--- src/hw/ebl_pkg.sv ---
// Constants and carrier types for one error-reporting bank.
// Assumes a single clock domain and AXI4-Lite register access.
package ebl_pkg;
    // ------------------------------------------------------------
    // Register byte offsets
    // ------------------------------------------------------------
    localparam logic [7:0] ADR_STAT_LO = 8'h00;
    localparam logic [7:0] ADR_STAT_HI = 8'h04;
    localparam logic [7:0] ADR_LOC_LO = 8'h08;
    localparam logic [7:0] ADR_LOC_HI = 8'h0C;
    localparam logic [7:0] ADR_XTRA_LO = 8'h10;
    localparam logic [7:0] ADR_XTRA_HI = 8'h14;
    localparam logic [7:0] ADR_MASK = 8'h18;
    localparam logic [7:0] ADR_GLOBAL = 8'h1C;
    localparam logic [7:0] ADR_MORE = 8'h20;
    localparam int NUM_REGS = 9;
    // ------------------------------------------------------------
    // Status field positions
    // ------------------------------------------------------------
    localparam int BIT_VAL = 63;
    localparam int BIT_OVER = 62;
    localparam int BIT_UC = 61;
    localparam int BIT_EN = 60;
    localparam int BIT_XTRA = 59;
    localparam int BIT_LOC = 58;
    localparam int BIT_CORR = 57;
    localparam int BIT_DEF = 44;
    localparam int BIT_POIS = 43;
    // ------------------------------------------------------------
    // Threshold format and reset values
    // ------------------------------------------------------------
    localparam logic [15:0] TALLY_MAX = 16'hFFFF;
    localparam logic [15:0] TALLY_PRE = 16'hFFFE;
    localparam logic [1:0] IRQ_NONE = 2'h0;
    localparam logic [1:0] IRQ_LOCAL = 2'h1;
    localparam logic [7:0] EXTRA_PTR = 8'h01;
    localparam logic IRQ_CAPABLE = 1'b1;
    localparam logic [31:0] MORE_BASE = 32'hC000_0400;
    localparam logic [63:0] STAT_RST = 64'h0000_0000_0000_0000;
    localparam logic [63:0] LOC_RST = 64'h0000_0000_0000_0000;
    localparam logic [31:0] MASK_RST = 32'h0000_0000;
    localparam logic [15:0] TALLY_RST = 16'h0000;
    localparam logic [3:0] SLOT_RST = 4'h0;
    localparam logic [1:0] RESP_OKAY = 2'h0;
    localparam logic [1:0] RESP_SLVERR = 2'h2;
    localparam logic [1:0] RESP_DECERR = 2'h3;
    // ------------------------------------------------------------
    // Carriers
    // ------------------------------------------------------------
    typedef struct packed {
        logic valid;
        logic [15:0] code;
        logic [15:0] ext;
        logic [4:0] src;
        logic uncorr;
        logic deferred;
        logic poison;
        logic corrupt;
        logic loc_valid;
        logic [1:0] loc_kind;
        logic [63:0] loc;
        logic extra_valid;
    } ebl_report_t;
    typedef struct packed {
        logic restart_ok;
        logic error_ptr_ok;
        logic other_corrupt;
    } ebl_core_t;
endpackage
--- src/hw/ebl_error_bank.sv ---
// Error bank: status logging, replacement, threshold counting, AXI4-Lite.
// Assumes error sources and core status on aclk; one access of each kind.
// Contract
// - Logging writes error code, sets entry good
// - Bit 63 marks valid logged status
// - Logging over valid entry sets bit 62
// - Enabled status displaces disabled status
// - Higher class displaces; enabled uncorrected stays
// - Bit 61 marks uncorrected; else deferred bit
// - Deferred sets bit 44, no exception
// - Deferred escalates to uncorrected when consumed; stays deferred if a non-replacing report arrives the same cycle
// - Bit 43 flags consumed poisoned data
// - Bit 57 flags likely corrupt core state
// - Corrupt state clears both pointer-good bits
// - Bit 58 marks location register valid
// - Bit 59 marks extra information valid
// - Bit 60 marks enabled; disabled no exception
// - Location holds address or internal code
// - Tally counts enabled sources, private register
// - Threshold can raise local interrupt
// - Zero pointer means no further registers
// - Further registers at base plus pointer<<3
// - Valid at 63, pointer at 31:24
// - Threshold fields at documented positions
// - Nonzero status write gives protection fault
// - Log always; exception only if enabled
// - Kind 01 fires on threshold rising
// - Tally saturates at FFFF, sets hit
//
// Our own choices: the AXI4-Lite slave port and the address map.
`timescale 1ns/100ps
module ebl_error_bank (
    // Clock and reset
    input wire logic aclk,
    input wire logic aresetn,
    input wire logic ce,
    // AXI4-Lite write
    input wire logic [7:0] s_axi_awaddr,
    input wire logic s_axi_awvalid,
    output logic s_axi_awready,
    input wire logic [31:0] s_axi_wdata,
    input wire logic [3:0] s_axi_wstrb,
    input wire logic s_axi_wvalid,
    output logic s_axi_wready,
    output logic [1:0] s_axi_bresp,
    output logic s_axi_bvalid,
    input wire logic s_axi_bready,
    // AXI4-Lite read
    input wire logic [7:0] s_axi_araddr,
    input wire logic s_axi_arvalid,
    output logic s_axi_arready,
    output logic [31:0] s_axi_rdata,
    output logic [1:0] s_axi_rresp,
    output logic s_axi_rvalid,
    input wire logic s_axi_rready,
    // Error sources and core
    input wire ebl_pkg::ebl_report_t err_rep,
    input wire logic deferred_hit,
    input wire ebl_pkg::ebl_core_t core_in,
    // Events and status
    output logic check_exception,
    output logic protection_fault,
    output logic threshold_irq,
    output logic [3:0] irq_vector_slot,
    output logic restart_pointer_good,
    output logic error_pointer_good,
    output logic core_state_corrupt
);
    // ------------------------------------------------------------
    // Decode
    // ------------------------------------------------------------
    function automatic logic [4:0] ebl_decode(input logic [7:0] a);
        logic [4:0] r;
        r = {1'b0, a[5:2]};
        if (a[1:0] == 2'h0 && a[7:2] < 6'(ebl_pkg::NUM_REGS)) begin
            r[4] = 1'b1;
        end
        return r;
    endfunction

    function automatic logic [1:0] ebl_rank(input logic uc, input logic df);
        return uc ? 2'h2 : (df ? 2'h1 : 2'h0);
    endfunction

    logic [63:0] status_ff, nxt_status, loc_ff;
    logic [31:0] mask_ff;
    logic lock_ff, cnt_on_ff, hit_ff;
    logic [3:0] slot_ff;
    logic [1:0] kind_ff;
    logic [15:0] tally_ff;
    logic [7:0] awaddr_ff;
    logic [31:0] wdata_ff, rdata_ff;
    logic [3:0] wstrb_ff;
    logic aw_have_ff, w_have_ff, bvalid_ff, rvalid_ff;
    logic [1:0] bresp_ff, rresp_ff;
    logic exc_ff, fault_ff, irq_ff, rpg_ff, epg_ff;

    // ------------------------------------------------------------
    // Write path
    // ------------------------------------------------------------
    logic wr_go, wr_hit, wr_stat, wr_fault, wr_ok;
    logic [4:0] wr_dec;
    logic [31:0] bmask, wr_val, mw;
    assign wr_go = aw_have_ff && w_have_ff && !bvalid_ff;
    assign wr_dec = ebl_decode(awaddr_ff);
    assign wr_hit = wr_dec[4];
    assign bmask = {{8{wstrb_ff[3]}}, {8{wstrb_ff[2]}}, {8{wstrb_ff[1]}}, {8{wstrb_ff[0]}}};
    assign wr_val = wdata_ff & bmask;
    assign wr_stat = wr_hit && (awaddr_ff == ebl_pkg::ADR_STAT_LO
        || awaddr_ff == ebl_pkg::ADR_STAT_HI);
    assign wr_fault = wr_go && wr_stat && wr_val != 32'h0000_0000;
    assign wr_ok = wr_go && wr_hit && !wr_fault;
    assign s_axi_awready = ce && !aw_have_ff && !bvalid_ff;
    assign s_axi_wready = ce && !w_have_ff && !bvalid_ff;

    logic clr_lo, clr_hi, xtra_wr, mask_wr;
    assign clr_lo = wr_ok && awaddr_ff == ebl_pkg::ADR_STAT_LO;
    assign clr_hi = wr_ok && awaddr_ff == ebl_pkg::ADR_STAT_HI;
    assign xtra_wr = wr_ok && awaddr_ff == ebl_pkg::ADR_XTRA_HI;
    assign mask_wr = wr_ok && awaddr_ff == ebl_pkg::ADR_MASK;
    logic [31:0] thr_hi;
    assign thr_hi = {1'b1, 1'b1, lock_ff, ebl_pkg::IRQ_CAPABLE, 4'h0, slot_ff,
        cnt_on_ff, kind_ff, hit_ff, tally_ff};
    assign mw = (thr_hi & ~bmask) | wr_val;

    // ------------------------------------------------------------
    // Logging and replacement
    // ------------------------------------------------------------
    logic rep_en, rep_uc, rep_df, old_val, replace, escalate;
    logic [63:0] rep_word;
    assign rep_en = mask_ff[err_rep.src];
    assign rep_uc = err_rep.uncorr;
    assign rep_df = err_rep.deferred && !err_rep.uncorr;
    assign old_val = status_ff[ebl_pkg::BIT_VAL];
    assign rep_word = {1'b1, 1'b0, rep_uc, rep_en, err_rep.extra_valid,
        err_rep.loc_valid, err_rep.corrupt && rep_uc, 12'h000, rep_df,
        err_rep.poison && rep_uc, 9'h000, err_rep.loc_kind, err_rep.ext,
        err_rep.code};
    assign replace = !old_val
        || (!(status_ff[ebl_pkg::BIT_UC] && status_ff[ebl_pkg::BIT_EN])
        && ((rep_en && !status_ff[ebl_pkg::BIT_EN])
        || ebl_rank(rep_uc, rep_df) > ebl_rank(status_ff[ebl_pkg::BIT_UC],
        status_ff[ebl_pkg::BIT_DEF])));
    assign escalate = deferred_hit && old_val && status_ff[ebl_pkg::BIT_DEF];

    // Hardware logging wins over a software clear in the same cycle
    always_comb begin
        nxt_status = status_ff;
        if (clr_lo) begin
            nxt_status[31:0] = status_ff[31:0] & ~bmask;
        end
        if (clr_hi) begin
            nxt_status[63:32] = status_ff[63:32] & ~bmask;
        end
        if (escalate) begin
            nxt_status = status_ff;
            nxt_status[ebl_pkg::BIT_UC] = 1'b1;
            nxt_status[ebl_pkg::BIT_DEF] = 1'b0;
        end
        if (err_rep.valid) begin
            if (replace) begin
                nxt_status = rep_word;
            end else begin
                nxt_status = status_ff;
            end
            nxt_status[ebl_pkg::BIT_OVER] = old_val;
        end
    end

    logic nxt_exc;
    assign nxt_exc = (err_rep.valid && rep_uc && rep_en)
        || (escalate && status_ff[ebl_pkg::BIT_EN]);

    // ------------------------------------------------------------
    // Threshold counter
    // ------------------------------------------------------------
    logic sw_thr, cnt_evt, base_hit, nxt_hit, nxt_irq;
    logic [15:0] base_tally, nxt_tally;
    assign sw_thr = xtra_wr && !lock_ff;
    assign cnt_evt = err_rep.valid && cnt_on_ff && rep_en;
    assign base_tally = sw_thr ? mw[15:0] : tally_ff;
    assign base_hit = sw_thr ? mw[16] : hit_ff;
    assign nxt_tally = (cnt_evt && base_tally != ebl_pkg::TALLY_MAX)
        ? base_tally + 16'h0001 : base_tally;
    assign nxt_hit = base_hit || (cnt_evt && base_tally == ebl_pkg::TALLY_PRE);
    assign nxt_irq = nxt_hit && !hit_ff && kind_ff == ebl_pkg::IRQ_LOCAL
        && ebl_pkg::IRQ_CAPABLE;

    // ------------------------------------------------------------
    // Read path
    // ------------------------------------------------------------
    logic [31:0] rd_words [0:ebl_pkg::NUM_REGS-1];
    logic [4:0] rd_dec;
    logic [31:0] more_addr;
    assign rd_dec = ebl_decode(s_axi_araddr);
    assign more_addr = (ebl_pkg::EXTRA_PTR == 8'h00) ? 32'h0000_0000
        : ebl_pkg::MORE_BASE + {21'h00_0000, ebl_pkg::EXTRA_PTR, 3'h0};
    assign rd_words[0] = status_ff[31:0];
    assign rd_words[1] = status_ff[63:32];
    assign rd_words[2] = loc_ff[31:0];
    assign rd_words[3] = loc_ff[63:32];
    assign rd_words[4] = {ebl_pkg::EXTRA_PTR, 24'h00_0000};
    assign rd_words[5] = thr_hi;
    assign rd_words[6] = mask_ff;
    assign rd_words[7] = {30'h0000_0000, epg_ff, rpg_ff};
    assign rd_words[8] = more_addr;
    assign s_axi_arready = ce && !rvalid_ff;

    // ------------------------------------------------------------
    // Bus state
    // ------------------------------------------------------------
    always_ff @(posedge aclk) begin
        if (!aresetn) begin
            aw_have_ff <= 1'b0;
            w_have_ff <= 1'b0;
            awaddr_ff <= 8'h00;
            wdata_ff <= 32'h0000_0000;
            wstrb_ff <= 4'h0;
            bvalid_ff <= 1'b0;
            bresp_ff <= ebl_pkg::RESP_OKAY;
            rvalid_ff <= 1'b0;
            rresp_ff <= ebl_pkg::RESP_OKAY;
            rdata_ff <= 32'h0000_0000;
        end else if (ce) begin
            if (s_axi_awvalid && s_axi_awready) begin
                aw_have_ff <= 1'b1;
                awaddr_ff <= s_axi_awaddr;
            end
            if (s_axi_wvalid && s_axi_wready) begin
                w_have_ff <= 1'b1;
                wdata_ff <= s_axi_wdata;
                wstrb_ff <= s_axi_wstrb;
            end
            if (wr_go) begin
                aw_have_ff <= 1'b0;
                w_have_ff <= 1'b0;
                bvalid_ff <= 1'b1;
                bresp_ff <= !wr_hit ? ebl_pkg::RESP_DECERR
                    : (wr_fault ? ebl_pkg::RESP_SLVERR : ebl_pkg::RESP_OKAY);
            end else if (s_axi_bready) begin
                bvalid_ff <= 1'b0;
            end
            if (s_axi_arvalid && s_axi_arready) begin
                rvalid_ff <= 1'b1;
                rdata_ff <= rd_dec[4] ? rd_words[rd_dec[3:0]] : 32'h0000_0000;
                rresp_ff <= rd_dec[4] ? ebl_pkg::RESP_OKAY : ebl_pkg::RESP_DECERR;
            end else if (s_axi_rready) begin
                rvalid_ff <= 1'b0;
            end
        end
    end

    // ------------------------------------------------------------
    // Bank state
    // ------------------------------------------------------------
    always_ff @(posedge aclk) begin
        if (!aresetn) begin
            status_ff <= ebl_pkg::STAT_RST;
            loc_ff <= ebl_pkg::LOC_RST;
            mask_ff <= ebl_pkg::MASK_RST;
            exc_ff <= 1'b0;
            fault_ff <= 1'b0;
        end else if (ce) begin
            status_ff <= nxt_status;
            if (err_rep.valid && replace && err_rep.loc_valid) begin
                loc_ff <= err_rep.loc;
            end
            if (mask_wr) begin
                mask_ff <= (mask_ff & ~bmask) | wr_val;
            end
            exc_ff <= nxt_exc;
            fault_ff <= wr_fault;
        end
    end

    always_ff @(posedge aclk) begin
        if (!aresetn) begin
            lock_ff <= 1'b0;
            slot_ff <= ebl_pkg::SLOT_RST;
            cnt_on_ff <= 1'b0;
            kind_ff <= ebl_pkg::IRQ_NONE;
            hit_ff <= 1'b0;
            tally_ff <= ebl_pkg::TALLY_RST;
            irq_ff <= 1'b0;
        end else if (ce) begin
            if (xtra_wr) begin
                lock_ff <= mw[29];
            end
            if (sw_thr) begin
                slot_ff <= mw[23:20];
                cnt_on_ff <= mw[19];
                kind_ff <= mw[18:17];
            end
            hit_ff <= nxt_hit;
            tally_ff <= nxt_tally;
            irq_ff <= nxt_irq;
        end
    end

    // Pointer-good bits follow the core unless any bank is corrupt
    always_ff @(posedge aclk) begin
        if (!aresetn) begin
            rpg_ff <= 1'b0;
            epg_ff <= 1'b0;
        end else if (ce) begin
            rpg_ff <= core_in.restart_ok && !status_ff[ebl_pkg::BIT_CORR]
                && !core_in.other_corrupt;
            epg_ff <= core_in.error_ptr_ok && !status_ff[ebl_pkg::BIT_CORR]
                && !core_in.other_corrupt;
        end
    end

    assign s_axi_bvalid = bvalid_ff;
    assign s_axi_bresp = bresp_ff;
    assign s_axi_rvalid = rvalid_ff;
    assign s_axi_rresp = rresp_ff;
    assign s_axi_rdata = rdata_ff;
    assign check_exception = exc_ff;
    assign protection_fault = fault_ff;
    assign threshold_irq = irq_ff;
    assign irq_vector_slot = slot_ff;
    assign restart_pointer_good = rpg_ff;
    assign error_pointer_good = epg_ff;
    assign core_state_corrupt = status_ff[ebl_pkg::BIT_CORR];

    logic [15:0] stat_code;
    logic stuck_uc;
    assign stat_code = status_ff[15:0];
    assign stuck_uc = err_rep.valid && old_val && status_ff[ebl_pkg::BIT_UC]
        && status_ff[ebl_pkg::BIT_EN];
endmodule // ebl_error_bank

--- config.mk ---
export PLATFORM = sky130hd
export DESIGN_NAME = ebl_error_bank
export DESIGN_NICKNAME = d
export VERILOG_FILES = /design/src/hw/ebl_pkg.sv /design/src/hw/ebl_error_bank.sv
export SDC_FILE = /design/constraint.sdc
export NUM_CORES = 1
export LEC_CHECK = 0
export ABC_AREA = 0
export BUFFER_PORTS_ARGS = -buffer_cell sky130_fd_sc_hd__buf_2
export CORE_MARGIN = 2
export CORE_UTILIZATION = 30
export DETAILED_ROUTE_END_ITERATION = 8
export PLACE_DENSITY = 0.57
export SKIP_CTS_REPAIR_TIMING = 1
export SLEW_MARGIN = 25
export SYNTH_ARGS = -nofsm -noshare
export SYNTH_HDL_FRONTEND = slang
export SYNTH_SLANG_ARGS = --single-unit
--- constraint.sdc ---
create_clock -name aclk -period 5.42 [get_ports aclk]
set_input_delay 0.813 -clock aclk [delete_from_list [all_inputs] [get_ports aclk]]
set_output_delay 0.813 -clock aclk [all_outputs]
set_load 0.1 [all_outputs]
==> metrics.txt <==
# TYPE chip_impl_metric gauge
chip_impl_info{name="run_status",value="finished clean"} 1
chip_impl_metric{name="synth_enable_flop_cells",unit=""} 0
chip_impl_metric{name="detail_route.first_pass.iterations",unit=""} 5
chip_impl_metric{name="gpl.final_weighted_congestion",unit=""} 0.881
chip_impl_metric{name="grt_first_pass_wirelength",unit="um"} 66700
chip_impl_metric{name="synth_simple_gate_area_share",unit="%"} 21.0
chip_impl_metric{name="synth-warning-count",unit=""} 0
chip_impl_metric{name="cp_slowest_stage_delay",unit="ns"} 0.58
chip_impl_metric{name="yosys_register_bits",unit=""} 273
chip_impl_metric{name="arrival",unit="ns"} 4.26
chip_impl_metric{name="cellLeakagePower",unit="nW"} 6.04
chip_impl_metric{name="numPortBuffers",unit=""} 224
chip_impl_metric{name="combPwrFrac",unit="%"} 9.7
chip_impl_metric{name="cts_max_path_buffers",unit=""} 3
chip_impl_metric{name="post_synth_instance_area",unit="um2"} 12400
chip_impl_info{name="ys_top_cells_by_area",value="dfxtp_1, mux2i_1, nand2_1"} 1
chip_impl_info{name="tritoncts",value="done"} 1
chip_impl_metric{name="cell_count_of_the_worst_reg_to_reg_path",unit=""} 10
chip_impl_info{name="worst_hold_startpoint",value="err_rep[99]"} 1
chip_impl_metric{name="maxClockFrequency",unit="MHz"} 265
chip_impl_metric{name="synth.mux.area_fraction",unit="%"} 14.0
chip_impl_metric{name="routed_via_density",unit=""} 5.30
chip_impl_metric{name="setup_viol",unit=""} 0
chip_impl_info{name="root_buffer",value="clkbuf_16"} 1
chip_impl_metric{name="unique_masters_post_synth",unit=""} 68
chip_impl_metric{name="grt_overall_usage",unit="%"} 19.6
chip_impl_metric{name="starting_density_of_the_core",unit="%"} 30.4
chip_impl_metric{name="clk_transition_reported_paths",unit="ns"} 0.06
chip_impl_metric{name="synth_nets",unit=""} 1580
chip_impl_metric{name="finClkSkew",unit="ns"} 0.0147
chip_impl_info{name="synth_top_family_by_area",value="simple AND/OR/NAND/NOR gates"} 1
chip_impl_info{name="timing.critical_path.max_delay_family",value="simple AND/OR/NAND/NOR gates"} 1
chip_impl_info{name="cp_cell_sequence",value="nand4bb_1, nor4_4, buf_4, mux2i_1, inv_1, ha_1, o2111ai_1, nor3_1, mux2_2, a21oi_1"} 1
chip_impl_metric{name="dp_hpwl",unit="um"} 31300
chip_impl_metric{name="min_period_over_period",unit="%"} 69.6
chip_impl_metric{name="totalWireLength",unit="um"} 43300
chip_impl_metric{name="slew_margin_rel",unit="%"} 29.0
chip_impl_metric{name="final_net_count",unit=""} 1755
chip_impl_info{name="critical_path_class",value="flop to flop"} 1
chip_impl_info{name="worstReg2RegStart",value="awaddr_ff[2]"} 1
chip_impl_metric{name="finalHoldViolCount",unit=""} 0
chip_impl_metric{name="post-route-drc-count",unit=""} 0
chip_impl_metric{name="power.net_switching",unit="W"} 0.00120
chip_impl_metric{name="grt_antenna_before_repair",unit=""} 7
chip_impl_metric{name="proportion_of_layout_cells_with_a_drive_suffix_above_1",unit="%"} 22.0
chip_impl_metric{name="final.setup.tns",unit="ns"} 0
chip_impl_info{name="worstReg2RegEnd",value="tally_ff[4]"} 1
chip_impl_metric{name="synth-async-reset-ratio",unit="%"} 0
chip_impl_info{name="dominant_cell_by_count_in_the_synthesized_netlist",value="dfxtp_1"} 1
chip_impl_metric{name="swShare",unit="%"} 25.6
chip_impl_metric{name="synth_largest_type_area_fraction",unit="%"} 44.2
chip_impl_metric{name="synth_compound_gate_area_share",unit="%"} 16.2
chip_impl_metric{name="p_int",unit="W"} 0.00349
chip_impl_metric{name="row_count",unit=""} 74
chip_impl_metric{name="grt_start_max_net_pins",unit=""} 119
chip_impl_metric{name="clkLatencyLatePin",unit="ns"} 0.57
chip_impl_metric{name="synthesis.instances",unit=""} 1402
chip_impl_metric{name="critical_path_rt",unit="ns"} 5.91
chip_impl_metric{name="areaGrowthSynthToFinish",unit="%"} 21.1
chip_impl_metric{name="detail-route-antenna-nets",unit=""} 0
chip_impl_metric{name="worstHoldPathCells",unit=""} 2
chip_impl_info{name="grt_setup_unrepaired",value="false"} 1
chip_impl_metric{name="pwr-share-clk",unit="%"} 45.0
chip_impl_metric{name="synth_area_in_adders",unit="%"} 0.404
chip_impl_metric{name="setup.reg_to_reg.worst_slack",unit="ns"} 1.65
chip_impl_metric{name="floorplan.io_pins",unit=""} 225
chip_impl_info{name="postSynth.topFlopCell",value="dfxtp_1"} 1
chip_impl_metric{name="tightest_slew",unit="ns"} 1.06
chip_impl_metric{name="vias",unit=""} 11300
chip_impl_metric{name="core-area",unit="um2"} 40700
chip_impl_metric{name="synthXorXnorAreaFrac",unit="%"} 0.425
chip_impl_metric{name="slew_viol_final",unit=""} 0
chip_impl_metric{name="cts-buffers-inserted",unit=""} 29
chip_impl_metric{name="first_iter_violations",unit=""} 897
chip_impl_info{name="worst_path_max_delay_cell",value="nor3_1"} 1
chip_impl_info{name="worst_hold_path.endpoint",value="status_ff[6]"} 1
chip_impl_metric{name="power.share.sequential",unit="%"} 45.2
chip_impl_metric{name="synth_area_per_cell",unit="um2"} 8.83
chip_impl_metric{name="final_period_minus_worst_setup_slack",unit="ns"} 3.77
chip_impl_metric{name="synth_sequential_area_ratio",unit="%"} 44.2
chip_impl_metric{name="detail_route.wl_per_cell",unit="um"} 20.3
chip_impl_metric{name="layout.filler_cells",unit=""} 4193
chip_impl_metric{name="die_area",unit="um2"} 42900
chip_impl_metric{name="path_buf_inv",unit=""} 2
chip_impl_info{name="crit_path_end_kind",value="flop"} 1
chip_impl_metric{name="maxCapViolCount",unit=""} 0
chip_impl_metric{name="cts_htree_levels",unit=""} 1
chip_impl_metric{name="path_max_fanout",unit=""} 19
chip_impl_metric{name="dieWidth",unit="um"} 207
chip_impl_info{name="min_path_type",value="input port to flop"} 1
chip_impl_metric{name="total_power",unit="W"} 0.00469
chip_impl_metric{name="grt_pass1_vias",unit=""} 11200
chip_impl_metric{name="clkSinkCount",unit=""} 273
chip_impl_metric{name="power.ir.vdd_worst",unit="mV"} 0.226
chip_impl_metric{name="gr-total-overflow",unit=""} 0
chip_impl_info{name="netlist_top_cells_count",value="dfxtp_1, nand2_1, nor2_1"} 1
chip_impl_info{name="synth_top_cell_by_area",value="dfxtp_1"} 1
chip_impl_metric{name="dieHeight",unit="um"} 207
chip_impl_metric{name="power-per-cell-area",unit="nW/um2"} 313
chip_impl_info{name="startpoint_type",value="flop"} 1
## final cells by class
class | count | area (um2) | area share [%]
clock buffer | 40 | 827 | 5.52
inverter | 13 | 53.8 | 0.359
antenna | 3 | 7.51 | 0.0501
clock inverter | 12 | 175 | 1.17
timing repair buffer | 246 | 1310 | 8.72
tap | 532 | 666 | 4.44
multi-input combinational | 1014 | 6480 | 43.3
sequential | 273 | 5470 | 36.5
## kinds of logic after synthesis
kind of cell | Yosys count
simple gates | 568
buf+inv | 115
flops | 273
xor+xnor | 6
fa+ha+maj | 4
compound gates | 299
mux | 137
## layer usage
metal	global-route usage [%]	share of wire [%]
met5	0	0.060
met4	6.11	2.5
met3	3.26	5.9
met2	33.7	49
met1	25.0	43
## per-stage QoR
| stage | instances | cell area (um2) | hold slack, ns | util [%] | setup WS (ns) |
|---|---|---|---|---|---|
| final | 2133 | 15000 | 0.445 | 36.8 | 1.65 |
| after global routing | 2131 | 15000 | 0.424 | 36.8 | 1.40 |
| after CTS | 2130 | 15000 | 0.417 | 36.7 | 1.70 |
| after detailed placement | 2078 | 14000 | 0.442 | 34.3 | 1.28 |
| after global placement | 2077 | 14000 | 0.439 | 34.2 | 1.44 |
| after floorplan | 1402 | 12400 | 0.425 | - | 1.80 |
## power by group through the flow
stage / sequential (W) / combinational [W] / clock (W)
6_report: 0.00212 / 0.000456 / 0.00211
5_1_grt: 0.00213 / 0.000494 / 0.00224
4_1_cts: 0.00212 / 0.000458 / 0.00215
3_5_place_dp: 0.00216 / 0.000456 / 0
3_3_place_gp: 0.00216 / 0.000449 / 0
2_1_floorplan: 0.00216 / 0.000276 / 0
## how the worst max path moves through the flow
stage                   to         start  cells past startpoint  slack [ns]
2_1_floorplan  tally_ff[4]  s_axi_bvalid                     10        1.80
3_3_place_gp    loc_ff[47]   err_rep[73]                     10        1.44
3_5_place_dp    loc_ff[50]   err_rep[73]                     10        1.28
4_1_cts        tally_ff[4]  awaddr_ff[7]                     10        1.70
5_1_grt        tally_ff[4]  awaddr_ff[2]                     10        1.40
6_report       tally_ff[4]  awaddr_ff[2]                     10        1.65
## cells in the final DEF, fill, tap and decap left out, types with 4 or more instances in the layout
master,Yosys,routed
a211oi_1,5,5
a21oi_1,132,131
a221oi_1,19,19
a22o_1,5,5
a22oi_1,36,36
a31oi_1,13,13
a32o_1,34,34
and2_1,27,27
and3_1,10,10
and4_1,5,5
buf_2,10,224
buf_4,2,20
bufinv_16,0,4
clkbuf_1,80,5
clkbuf_16,0,29
clkbuf_8,0,6
clkinv_2,0,7
dfxtp_1,273,273
ha_1,4,4
inv_1,11,11
mux2_2,12,12
mux2i_1,97,97
mux4_2,28,28
nand2_1,198,198
nand2b_1,6,6
nand3_1,83,83
nand4_1,7,7
nor2_1,175,175
nor2b_1,11,10
nor3_1,11,11
nor4_1,13,13
o2111ai_1,4,4
o21ai_0,20,20
o221ai_1,5,5
Note: power is estimated with default switching activity, not from simulation.
